File: src/rtl/wdt_pkg.sv
// wdt_pkg: register map, field positions and timing counts of the watchdog block
package wdt_pkg;

    // ****************************************************************
    // bus geometry
    // ****************************************************************
    localparam int ADDR_W = 4;
    localparam int DATA_W = 32;
    localparam int BE_W = 4;

    // ****************************************************************
    // register byte offsets
    // ****************************************************************
    localparam logic [ADDR_W-1:0] OFS_CONTROL_STATUS = 4'h0;
    localparam logic [ADDR_W-1:0] OFS_RESET_CAUSE = 4'h4;
    localparam logic [ADDR_W-1:0] OFS_RESTART = 4'h8;

    // ****************************************************************
    // control/status, reset-cause and restart field positions
    // ****************************************************************
    localparam int BIT_IRQ_FLAG = 7;
    localparam int BIT_IRQ_EN = 6;
    localparam int BIT_PRESC3 = 5;
    localparam int BIT_CHANGE_EN = 4;
    localparam int BIT_RESET_EN = 3;
    localparam int BIT_PRESC2 = 2;
    localparam int BIT_PRESC0 = 0;
    localparam int BIT_WDT_RESET_FLAG = 3;
    localparam int BIT_RESTART = 0;

    // ****************************************************************
    // reset values
    // ****************************************************************
    localparam logic RST_IRQ_FLAG = 1'b0;
    localparam logic RST_IRQ_EN = 1'b0;
    localparam logic RST_RESET_EN = 1'b0;
    localparam logic [3:0] RST_PRESC = 4'h0;
    localparam logic RST_WDT_RESET_FLAG = 1'b0;

    // ****************************************************************
    // timing
    // ****************************************************************
    localparam int CE_CNT_W = 3;
    localparam logic [CE_CNT_W-1:0] CHANGE_EN_CYCLES = 3'h4;
    localparam int CNT_W = 21;
    localparam logic [CNT_W-1:0] BASE_TIMEOUT = 21'h000800;
    localparam logic [3:0] PRESC_MAX = 4'h9;

    // oscillator cycles per time-out; reserved codes clamp to the longest
    function automatic logic [CNT_W-1:0] timeout_limit(input logic [3:0] sel);
        logic [3:0] s;
        s = (sel > PRESC_MAX) ? PRESC_MAX : sel;
        return BASE_TIMEOUT << s;
    endfunction

    // prescaler code from the split field of a control byte
    function automatic logic [3:0] presc_of(input logic [7:0] b);
        return {b[BIT_PRESC3], b[BIT_PRESC2:BIT_PRESC0]};
    endfunction

endpackage

File: src/rtl/wdt_counter.sv
// wdt_counter: oscillator-cycle counter producing one time-out pulse per period
`timescale 1ns/1ps

module wdt_counter (
    input wire logic ref_clk,
    input wire logic rst_n,
    input wire logic osc_tick,
    input wire logic restart,
    input wire logic [3:0] presc_sel,
    output logic timeout
);
    import wdt_pkg::*;

    typedef struct packed {
        logic [CNT_W-1:0] cnt;
        logic to;
    } wdt_cnt_state_t;

    wdt_cnt_state_t s;
    wdt_cnt_state_t next_s;
    logic [CNT_W-1:0] limit;

    assign limit = timeout_limit(presc_sel);

    always_comb begin
        next_s = s;
        next_s.to = 1'b0;
        if (restart) begin
            next_s.cnt = '0;
        end else if (osc_tick) begin
            // a shorter period may already be passed: fire at once
            if (s.cnt >= limit - 21'h000001) begin
                next_s.cnt = '0;
                next_s.to = 1'b1;
            end else begin
                next_s.cnt = s.cnt + 21'h000001;
            end
        end
    end

    always_ff @(posedge ref_clk) begin
        if (!rst_n) begin
            s <= '0;
        end else begin
            s <= next_s;
        end
    end

    assign timeout = s.to;

endmodule // wdt_counter

File: src/rtl/wdt_ctrl.sv
// wdt_ctrl: watchdog control/status registers, modes, timed change sequence
//
// Summary of operation
// - time-out in interrupt mode sets flag bit 7
// - executing watchdog vector clears the flag
// - writing one to flag clears it
// - request needs flag, enable bit 6, global enable
// - enable set, reset enable clear: interrupt only
// - combined mode: first time-out sets flag
// - combined vector clears enable and flag
// - combined: unserviced flag at time-out resets
// - change enable self-clears four cycles later
// - protected changes only while change enable
// - watchdog reset flag forces reset enable
// - prescaler gives 2048 to 1048576 cycles
// - always-on fuse forces reset-only mode
// - watchdog reset sets watchdog reset flag
// - counts oscillator cycles, restart clears counter
//
// Decided for this implementation: register access over Avalon-MM and the register offsets.
`timescale 1ns/1ps

module wdt_ctrl (
    input wire logic ref_clk,
    input wire logic rst_n,
    input wire logic [wdt_pkg::ADDR_W-1:0] avs_address,
    input wire logic avs_read,
    input wire logic avs_write,
    input wire logic [wdt_pkg::BE_W-1:0] avs_byteenable,
    input wire logic [wdt_pkg::DATA_W-1:0] avs_writedata,
    output logic [wdt_pkg::DATA_W-1:0] avs_readdata,
    output logic avs_waitrequest,
    input wire logic osc_tick,
    input wire logic always_on_fuse,
    input wire logic global_irq_enable,
    input wire logic irq_vector_taken,
    output logic timeout_irq,
    output logic system_reset_req,
    output logic timeout_irq_flag,
    output logic system_reset_enable
);
    import wdt_pkg::*;

    // ****************************************************************
    // state
    // ****************************************************************
    typedef struct packed {
        logic ack;
        logic [DATA_W-1:0] rdata;
        logic irq_flag;
        logic irq_en;
        logic change_en;
        logic [CE_CNT_W-1:0] ce_cnt;
        logic reset_en;
        logic [3:0] presc;
        logic wdt_reset_flag;
        logic rst_pulse;
        logic restart;
    } wdt_state_t;

    wdt_state_t s;
    wdt_state_t next_s;

    logic req;
    logic wr_fire;
    logic [7:0] wbyte;
    logic timeout;
    logic reset_mode;
    logic irq_mode;
    logic combined;

    // ****************************************************************
    // oscillator counter
    // ****************************************************************
    // restart is one clock wide and wins over a tick in the same cycle
    wdt_counter u_counter (
        .ref_clk(ref_clk),
        .rst_n(rst_n),
        .osc_tick(osc_tick),
        .restart(s.restart),
        .presc_sel(s.presc),
        .timeout(timeout)
    );

    // ****************************************************************
    // mode decode
    // ****************************************************************
    assign req = avs_read | avs_write;
    assign wr_fire = avs_write & s.ack & avs_byteenable[0];
    assign wbyte = avs_writedata[7:0];

    assign combined = !always_on_fuse && s.reset_en && s.irq_en;
    // reset only when enable bit set alone
    assign reset_mode = always_on_fuse || (s.reset_en && !s.irq_en);
    // interrupt only with reset enable clear
    assign irq_mode = !always_on_fuse && !s.reset_en && s.irq_en;

    function automatic logic [7:0] control_byte(input wdt_state_t st);
        logic [7:0] b;
        b = 8'h00;
        b[BIT_IRQ_FLAG] = st.irq_flag;
        b[BIT_IRQ_EN] = st.irq_en;
        b[BIT_PRESC3] = st.presc[3];
        b[BIT_CHANGE_EN] = st.change_en;
        b[BIT_RESET_EN] = st.reset_en;
        b[BIT_PRESC2:BIT_PRESC0] = st.presc[2:0];
        return b;
    endfunction

    // ****************************************************************
    // next state
    // ****************************************************************
    always_comb begin
        next_s = s;
        next_s.rst_pulse = 1'b0;
        next_s.restart = 1'b0;

        // one wait cycle, then the answer
        next_s.ack = req & !s.ack;
        if (req && !s.ack && avs_read) begin
            case (avs_address)
                OFS_CONTROL_STATUS: begin
                    next_s.rdata = {24'h000000, control_byte(s)};
                end
                OFS_RESET_CAUSE: begin
                    next_s.rdata = '0;
                    next_s.rdata[BIT_WDT_RESET_FLAG] = s.wdt_reset_flag;
                end
                default: begin
                    next_s.rdata = '0;
                end
            endcase
        end

        // change enable expires after four cycles
        if (s.change_en) begin
            if (s.ce_cnt == CHANGE_EN_CYCLES - 3'h1) begin
                next_s.change_en = 1'b0;
                next_s.ce_cnt = '0;
            end else begin
                next_s.ce_cnt = s.ce_cnt + 3'h1;
            end
        end

        if (wr_fire) begin
            case (avs_address)
                OFS_CONTROL_STATUS: begin
                    if (wbyte[BIT_IRQ_FLAG]) begin
                        next_s.irq_flag = 1'b0;
                    end
                    next_s.irq_en = wbyte[BIT_IRQ_EN];
                    // opening write of the timed sequence
                    if (wbyte[BIT_CHANGE_EN] && wbyte[BIT_RESET_EN]) begin
                        next_s.change_en = 1'b1;
                        next_s.ce_cnt = '0;
                        next_s.reset_en = 1'b1;
                        if (s.change_en) begin
                            next_s.presc = presc_of(wbyte);
                        end
                    // protected bits only inside the window
                    end else if (s.change_en) begin
                        next_s.reset_en = wbyte[BIT_RESET_EN];
                        next_s.presc = presc_of(wbyte);
                        next_s.change_en = 1'b0;
                        next_s.ce_cnt = '0;
                    end else begin
                        // setting the reset enable is never protected
                        next_s.reset_en = s.reset_en | wbyte[BIT_RESET_EN];
                    end
                end
                OFS_RESET_CAUSE: begin
                    if (!wbyte[BIT_WDT_RESET_FLAG]) begin
                        next_s.wdt_reset_flag = 1'b0;
                    end
                end
                OFS_RESTART: begin
                    if (wbyte[BIT_RESTART]) begin
                        next_s.restart = 1'b1;
                    end
                end
                default: begin
                end
            endcase
        end

        if (irq_vector_taken) begin
            next_s.irq_flag = 1'b0;
            if (combined) begin
                next_s.irq_en = 1'b0;
            end
        end

        // time-out handling follows the write and vector clears so a set beats any clear
        if (timeout) begin
            if (reset_mode) begin
                next_s.rst_pulse = 1'b1;
            end else if (combined) begin
                if (s.irq_flag) begin
                    next_s.rst_pulse = 1'b1;
                end else begin
                    next_s.irq_flag = 1'b1;
                end
            end else if (irq_mode) begin
                next_s.irq_flag = 1'b1;
            end
        end

        // the watchdog reset reinitialises flag, enable, prescaler and change enable, sets reset flag
        if (next_s.rst_pulse) begin
            next_s.irq_flag = RST_IRQ_FLAG;
            next_s.irq_en = RST_IRQ_EN;
            next_s.presc = RST_PRESC;
            next_s.change_en = 1'b0;
            next_s.ce_cnt = '0;
            next_s.restart = 1'b1;
            next_s.wdt_reset_flag = 1'b1;
        end

        // reset flag pins the reset enable
        if (next_s.wdt_reset_flag) begin
            next_s.reset_en = 1'b1;
        end
        if (always_on_fuse) begin
            next_s.reset_en = 1'b1;
            next_s.irq_en = 1'b0;
        end
    end

    // ****************************************************************
    // registers
    // ****************************************************************
    always_ff @(posedge ref_clk) begin
        if (!rst_n) begin
            s.ack <= 1'b0;
            s.rdata <= '0;
            s.irq_flag <= RST_IRQ_FLAG;
            s.irq_en <= RST_IRQ_EN;
            s.change_en <= 1'b0;
            s.ce_cnt <= '0;
            s.reset_en <= RST_RESET_EN;
            s.presc <= RST_PRESC;
            s.wdt_reset_flag <= RST_WDT_RESET_FLAG;
            s.rst_pulse <= 1'b0;
            s.restart <= 1'b0;
        end else begin
            s <= next_s;
        end
    end

    // ****************************************************************
    // outputs
    // ****************************************************************
    assign avs_waitrequest = req & !s.ack;
    assign avs_readdata = s.rdata;
    assign timeout_irq = s.irq_flag & s.irq_en & global_irq_enable;
    assign system_reset_req = s.rst_pulse;
    assign timeout_irq_flag = s.irq_flag;
    assign system_reset_enable = s.reset_en;

endmodule // wdt_ctrl

File: config.mk
export PLATFORM = sky130hd
export DESIGN_NAME = wdt_ctrl
export DESIGN_NICKNAME = d
export VERILOG_FILES = /design/src/rtl/wdt_pkg.sv /design/src/rtl/wdt_counter.sv /design/src/rtl/wdt_ctrl.sv
export SDC_FILE = /design/constraint.sdc
export NUM_CORES = 1
export LEC_CHECK = 0
export CAP_MARGIN = 20
export CORE_ASPECT_RATIO = 1.2
export CORE_MARGIN = 3
export CORE_UTILIZATION = 65
export DETAILED_ROUTE_END_ITERATION = 12
export DONT_BUFFER_PORTS = 1
export PLACE_DENSITY = 0.81
export SLEW_MARGIN = 20
export SYNTH_ARGS = -nofsm -noshare
export SYNTH_HDL_FRONTEND = slang
export SYNTH_SLANG_ARGS = --single-unit
File: constraint.sdc
create_clock -name ref_clk -period 7 [get_ports ref_clk]
set_input_delay 0.7 -clock ref_clk [delete_from_list [all_inputs] [get_ports ref_clk]]
set_output_delay 0.7 -clock ref_clk [all_outputs]
set_load 0.005 [all_outputs]
-- Word level (Yosys, flattened, before mapping)
Index checks and enable logic that the tools add are counted.
- bits in registers: 69
- input port bits: 48
- output and inout bits: 37
- word-level logic and storage cells: 87
- add/sub/neg operators: 3
- magnitude comparators: 2
- equal/unequal tests: 3
- shift operators: 1
- mux-type cells: 34
- bitwise gates (word level): 9
- reductions and logical operators: 22
- operator list (operator ; number):
    $mux 1 ; 23
    $add 21x1->21 const B ; 1
    $ge 21x21->1 ; 1
    $mux 21 ; 1
    $shl 12x4->21 const A ; 1
    $sub 21x1->21 const B ; 1
    $mux 4 ; 4
    $pmux 8 s2 ; 1
    $mux 12 ; 1
    $mux 11 ; 1
    $mux 9 ; 1
    $logic_and 1x1->1 ; 8
    $reduce_bool 3->1 ; 2
    $reduce_or 3->1 ; 2
    $and 1x1->1 ; 5
    $eq 4x3->1 const B ; 1
    $eq 4x4->1 const B ; 1
    $gt 4x4->1 const B ; 1
    $logic_not 1->1 ; 4
    $logic_not 4->1 ; 1
    $reduce_and 2->1 ; 2
    $reduce_or 2->1 ; 2
    $add 3x1->3 const B ; 1
    $eq 3x2->1 const B ; 1
    5 further kinds ; 7

-- Logic depth before layout (Yosys ltp)
- word-level depth: 13
- depth in mapped cells: 14
- gate-level depth less buffers: 12

-- By module
Synthesis repeated with hierarchy kept, for this count alone.
- cells, all modules: 322
- area total of the unflattened synthesis: 2755.1 um^2
- by module, submodules not included (module ; instances ; cells each ; area an instance (um^2) ; sequential area each (um^2)):
    wdt_counter ; 1 ; 176 ; 1501.4 ; 440.4
    wdt_ctrl ; 1 ; 146 ; 1253.7 ; 460.4

-- Least setup slack after synthesis
OpenSTA, ideal clock, no wires.
- kind: reg-to-reg
- from: register with a tool-made name
- to: register u_counter.s[10] in the netlist's numbering
- setup time: 0.064 ns
- arrival: 2.367 ns
- data required time: 6.936 ns
- slack: 4.569 ns
- cell stages (with the launch flop): 15
- buffers on the path: 2
- clock period less this slack: 2.431 ns
- cell sequence: dfxtp_1 clkbuf_1 nor2_1 nand3_1 ha_1 nor3_1 a21oi_1 o21a_1 ha_1 a211oi_1 nor2_1 o31ai_2 nand4_1 buf_2 nor2_1
- RTL lines (what ; RTL line ; RTL):
    to (signal assigned) ; wdt_counter.sv:45 ; s <= next_s;
    to (decl) ; wdt_counter.sv:19 ; wdt_cnt_state_t s;

==> summary.md <==
| Metric | Value |
|---|---|
| Status | finished, final reports clean |
| RSZ-0062 raised after global routing | false |
| Arrival @ worst endpoint | between 3000 and 4000 ps |
| Number of I/O pins | 85 |
| Final Cycle Share | 46.1% |
| Worst hold path class | reg -> reg |
| Layout cell share with drive strength beyond 1 | ~7.8% |
| Max-slew violations | 0 |
| Die height | 74.0 um |
| Avg WL per Cell | 13.5 um |
| Setup Buffers After CTS | 0 |
| Clk_lat worst skew | 300 ps |
| GPL Wtd Cong | 0.835 |
| Synth unique cells | 42 |
| Clock Skews | between 10 and 15 ps |
| Root Buffer | clkbuf_8 |
| Pleak | 1.01 nW |
| Post-DP HPWL | around 3.3 mm |
| Number of antenna violations at the first check in global routing | 0 |
| # DRC | 0 |
| Routed vias/inst | between 5 and 6 |
| DRT met1 WL | between 1.5 and 2 mm |
| Total Power | about 0.51 mW |
| Clock sink count | 45 |
| Setup Crit Path Kind | reg -> reg |
| Max Fclk | 310 MHz |
| Worst path required time | between 7000 and 8000 ps |
| Most common cell after layout, fill and taps aside | nor2_1 |
| Total CTS buffers | 5 |
| Hold Crit Start | s[10] |
| Layout area overhead | -0.250% |
| Core area | 3660 um^2 |
| Starting Density | 68.4% |
| Drt total wl | 4.49 mm |
| Site row count | 24 |
| ANT cells | 0 |
| Hold-fix buffers, CTS | 0 |
| CTS tree | done |
| Startpoint types | flop |
| First-pass DRT Iterations | 4 |
| Fraction of registers with async set/reset | 0% |
| Total gr overflow | 0 |
| #FFs+latches synth | between 40 and 50 |
| Mapped cell area | 2500 um^2 |
| Vias in the first global route | 1801 |
| IO Port Bufs | 0 |
| Met3 WL | 305 um |
| Max-cap violations | 0 |
| CTS max path bufs | 2 |
| Global-route wire length before repair | approximately 7.6 mm |
| Pwr dens | 203 nW/um^2 |
| Hold Fails Final Rpt | 0 |
| Worst-Margin Slew | 834 ps |
| Max Used Layer | met4 |
| Initial DRC count | 101 |
| YS warnings | 0 |
| Crit-path max FO | 21 |
| Worst vdd ir | 122 uV |
| DIE AREA | 4640 um^2 |
| Final min period | 3230 ps |
| DIE WIDTH | around 63 um |
| Post-synth EDFFs | 0 |
| Routed Antenna Nets | 0 |
| Post-synthesis cell count | approximately 300 |
| Crit. End Element | flop |
| Htree depth | 2 |
| Syn avg cell area | 8.55 um^2 |
| Largest net degree at the start of global routing | 22 |
| Final setup fails | 0 |
| Fin nets | ~340 |
| Slew headroom | ~44% |
| CTS-repair resized insts | 0 |
| Met2 wire len | 2.31 mm |
| Seq/Total Area, Yosys | a little over a third |
| Synth Flop Type | dfxtp_1 |
| Most frequent cells in the layout | nor2_1, dfxtp_1, conb_1 |
| Gr usage total | 20.4% |
| TNS Setup | 0 ps |
| Routed vias | 1864 |
| Clock transition at the registers of the reported paths | 90 ps |
area by class of cell:
| cell class | instances | area, um^2 |
|---|---|---|
| well taps | 52 | 65.1 |
| clock inverters | 3 | 65.1 |
| flip-flops and latches | 45 | 901 |
| inverters | 8 | 30.0 |
| clock buffers | 5 | 68.8 |
| multi-input cells | 221 | 1370 |
| fillers | 317 | 1160 |
path summary, 6_finish.rpt:
check / to / slack (ps) / cells past startpoint
setup / recovery: u_counter.s[21] / 3770 / 12
hold / removal: s[10] / 440 / 2
setup reg to reg: u_counter.s[21] / 3770 / 12
hold reg to reg: s[10] / 440 / 2
cells by family (layout without fill, tap and decap cells):
kind of cell / Yosys count / count (layout) / synth area share, %
fa+ha+maj: 13 / 13 / 6.49
mux: 4 / 4 / 1.65
other cells: 2 / 25 / 0.300
compound gates: 39 / 39 / 10.1
flops: 45 / 45 / 36.0
buf+inv: 50 / 16 / 12.8
xor+xnor: 21 / 21 / 7.34
simple gates: 119 / 119 / 25.3
metrics by stage:
stage / util [%] / worst slack (ps) / cells / hold WS, ps / instance area [um^2]
floorplan: - / 4570 / 316 / 400 / 2590
detailed placement: 64.5 / 3790 / 326 / 422 / 2360
global placement: 64.5 / 3850 / 326 / 416 / 2360
finish: 68.2 / 3770 / 334 / 439 / 2500
global route: 68.2 / 3380 / 334 / 443 / 2500
CTS: 68.2 / 3740 / 334 / 436 / 2500
where the power goes:
part | leakage, nW | internal (mW) | total, mW | switching (mW)
Clock | 0.0681 | 0.142 | 0.229 | 0.0873
Sequential | 0.363 | 0.258 | 0.261 | 0.00289
Combinational | 0.574 | 0.00517 | 0.0180 | 0.0128
Total | 1.01 | 0.405 | 0.508 | 0.103
synth_stat cells, types with 2 or more instances:
master    instances  area (um^2)
conb_1            2         7.51
xor2_1           14          123
and3_1            4         25.0
nor3_4            3         48.8
nor3_1            5         25.0
ha_1             13          163
o21ai_0           5         25.0
nand3_1          15         75.1
nor2_1           48          180
a31oi_1           2         12.5
clkbuf_1          6         22.5
inv_1             8         30.0
nand2_1          19         71.3
buf_4            33          248
dfxtp_1          45          901
a22oi_1           7         52.6
nand2b_1          2         12.5
a211oi_1          2         15.0
xnor2_1           7         61.3
buf_2             2         10.0
a21oi_1          16         80.1
nand3b_1          3         22.5
mux2i_1           3         30.0
nand4_1          11         68.8
registers in the layout (all words and copies together) (netlist names), named ones only:
signal / cells
u_counter.s: 21
avs_readdata: 8
s: 8
system_reset_enable: 1
system_reset_req: 1
timeout_irq_flag: 1
u_counter.timeout: 1
metal layers:
metal	vias up	global-route usage [%]
met5	-	0
met4	0	8.58
li1	928	-
met3	9	6.95
met2	59	39.0
met1	868	20.5
worst max-delay path: stages (launching register included):
cell      delay (ps)
dfxtp_1          400
nor2_1           190
nand3_1          100
ha_1             260
nor3_1           160
a21oi_1           60
o21a_1           180
ha_1             170
a211oi_1         220
nor2_1           100
o31ai_2          290
nand4_1          700
nor2_1           290
No activity file was read; power rests on OpenSTA's default activity.
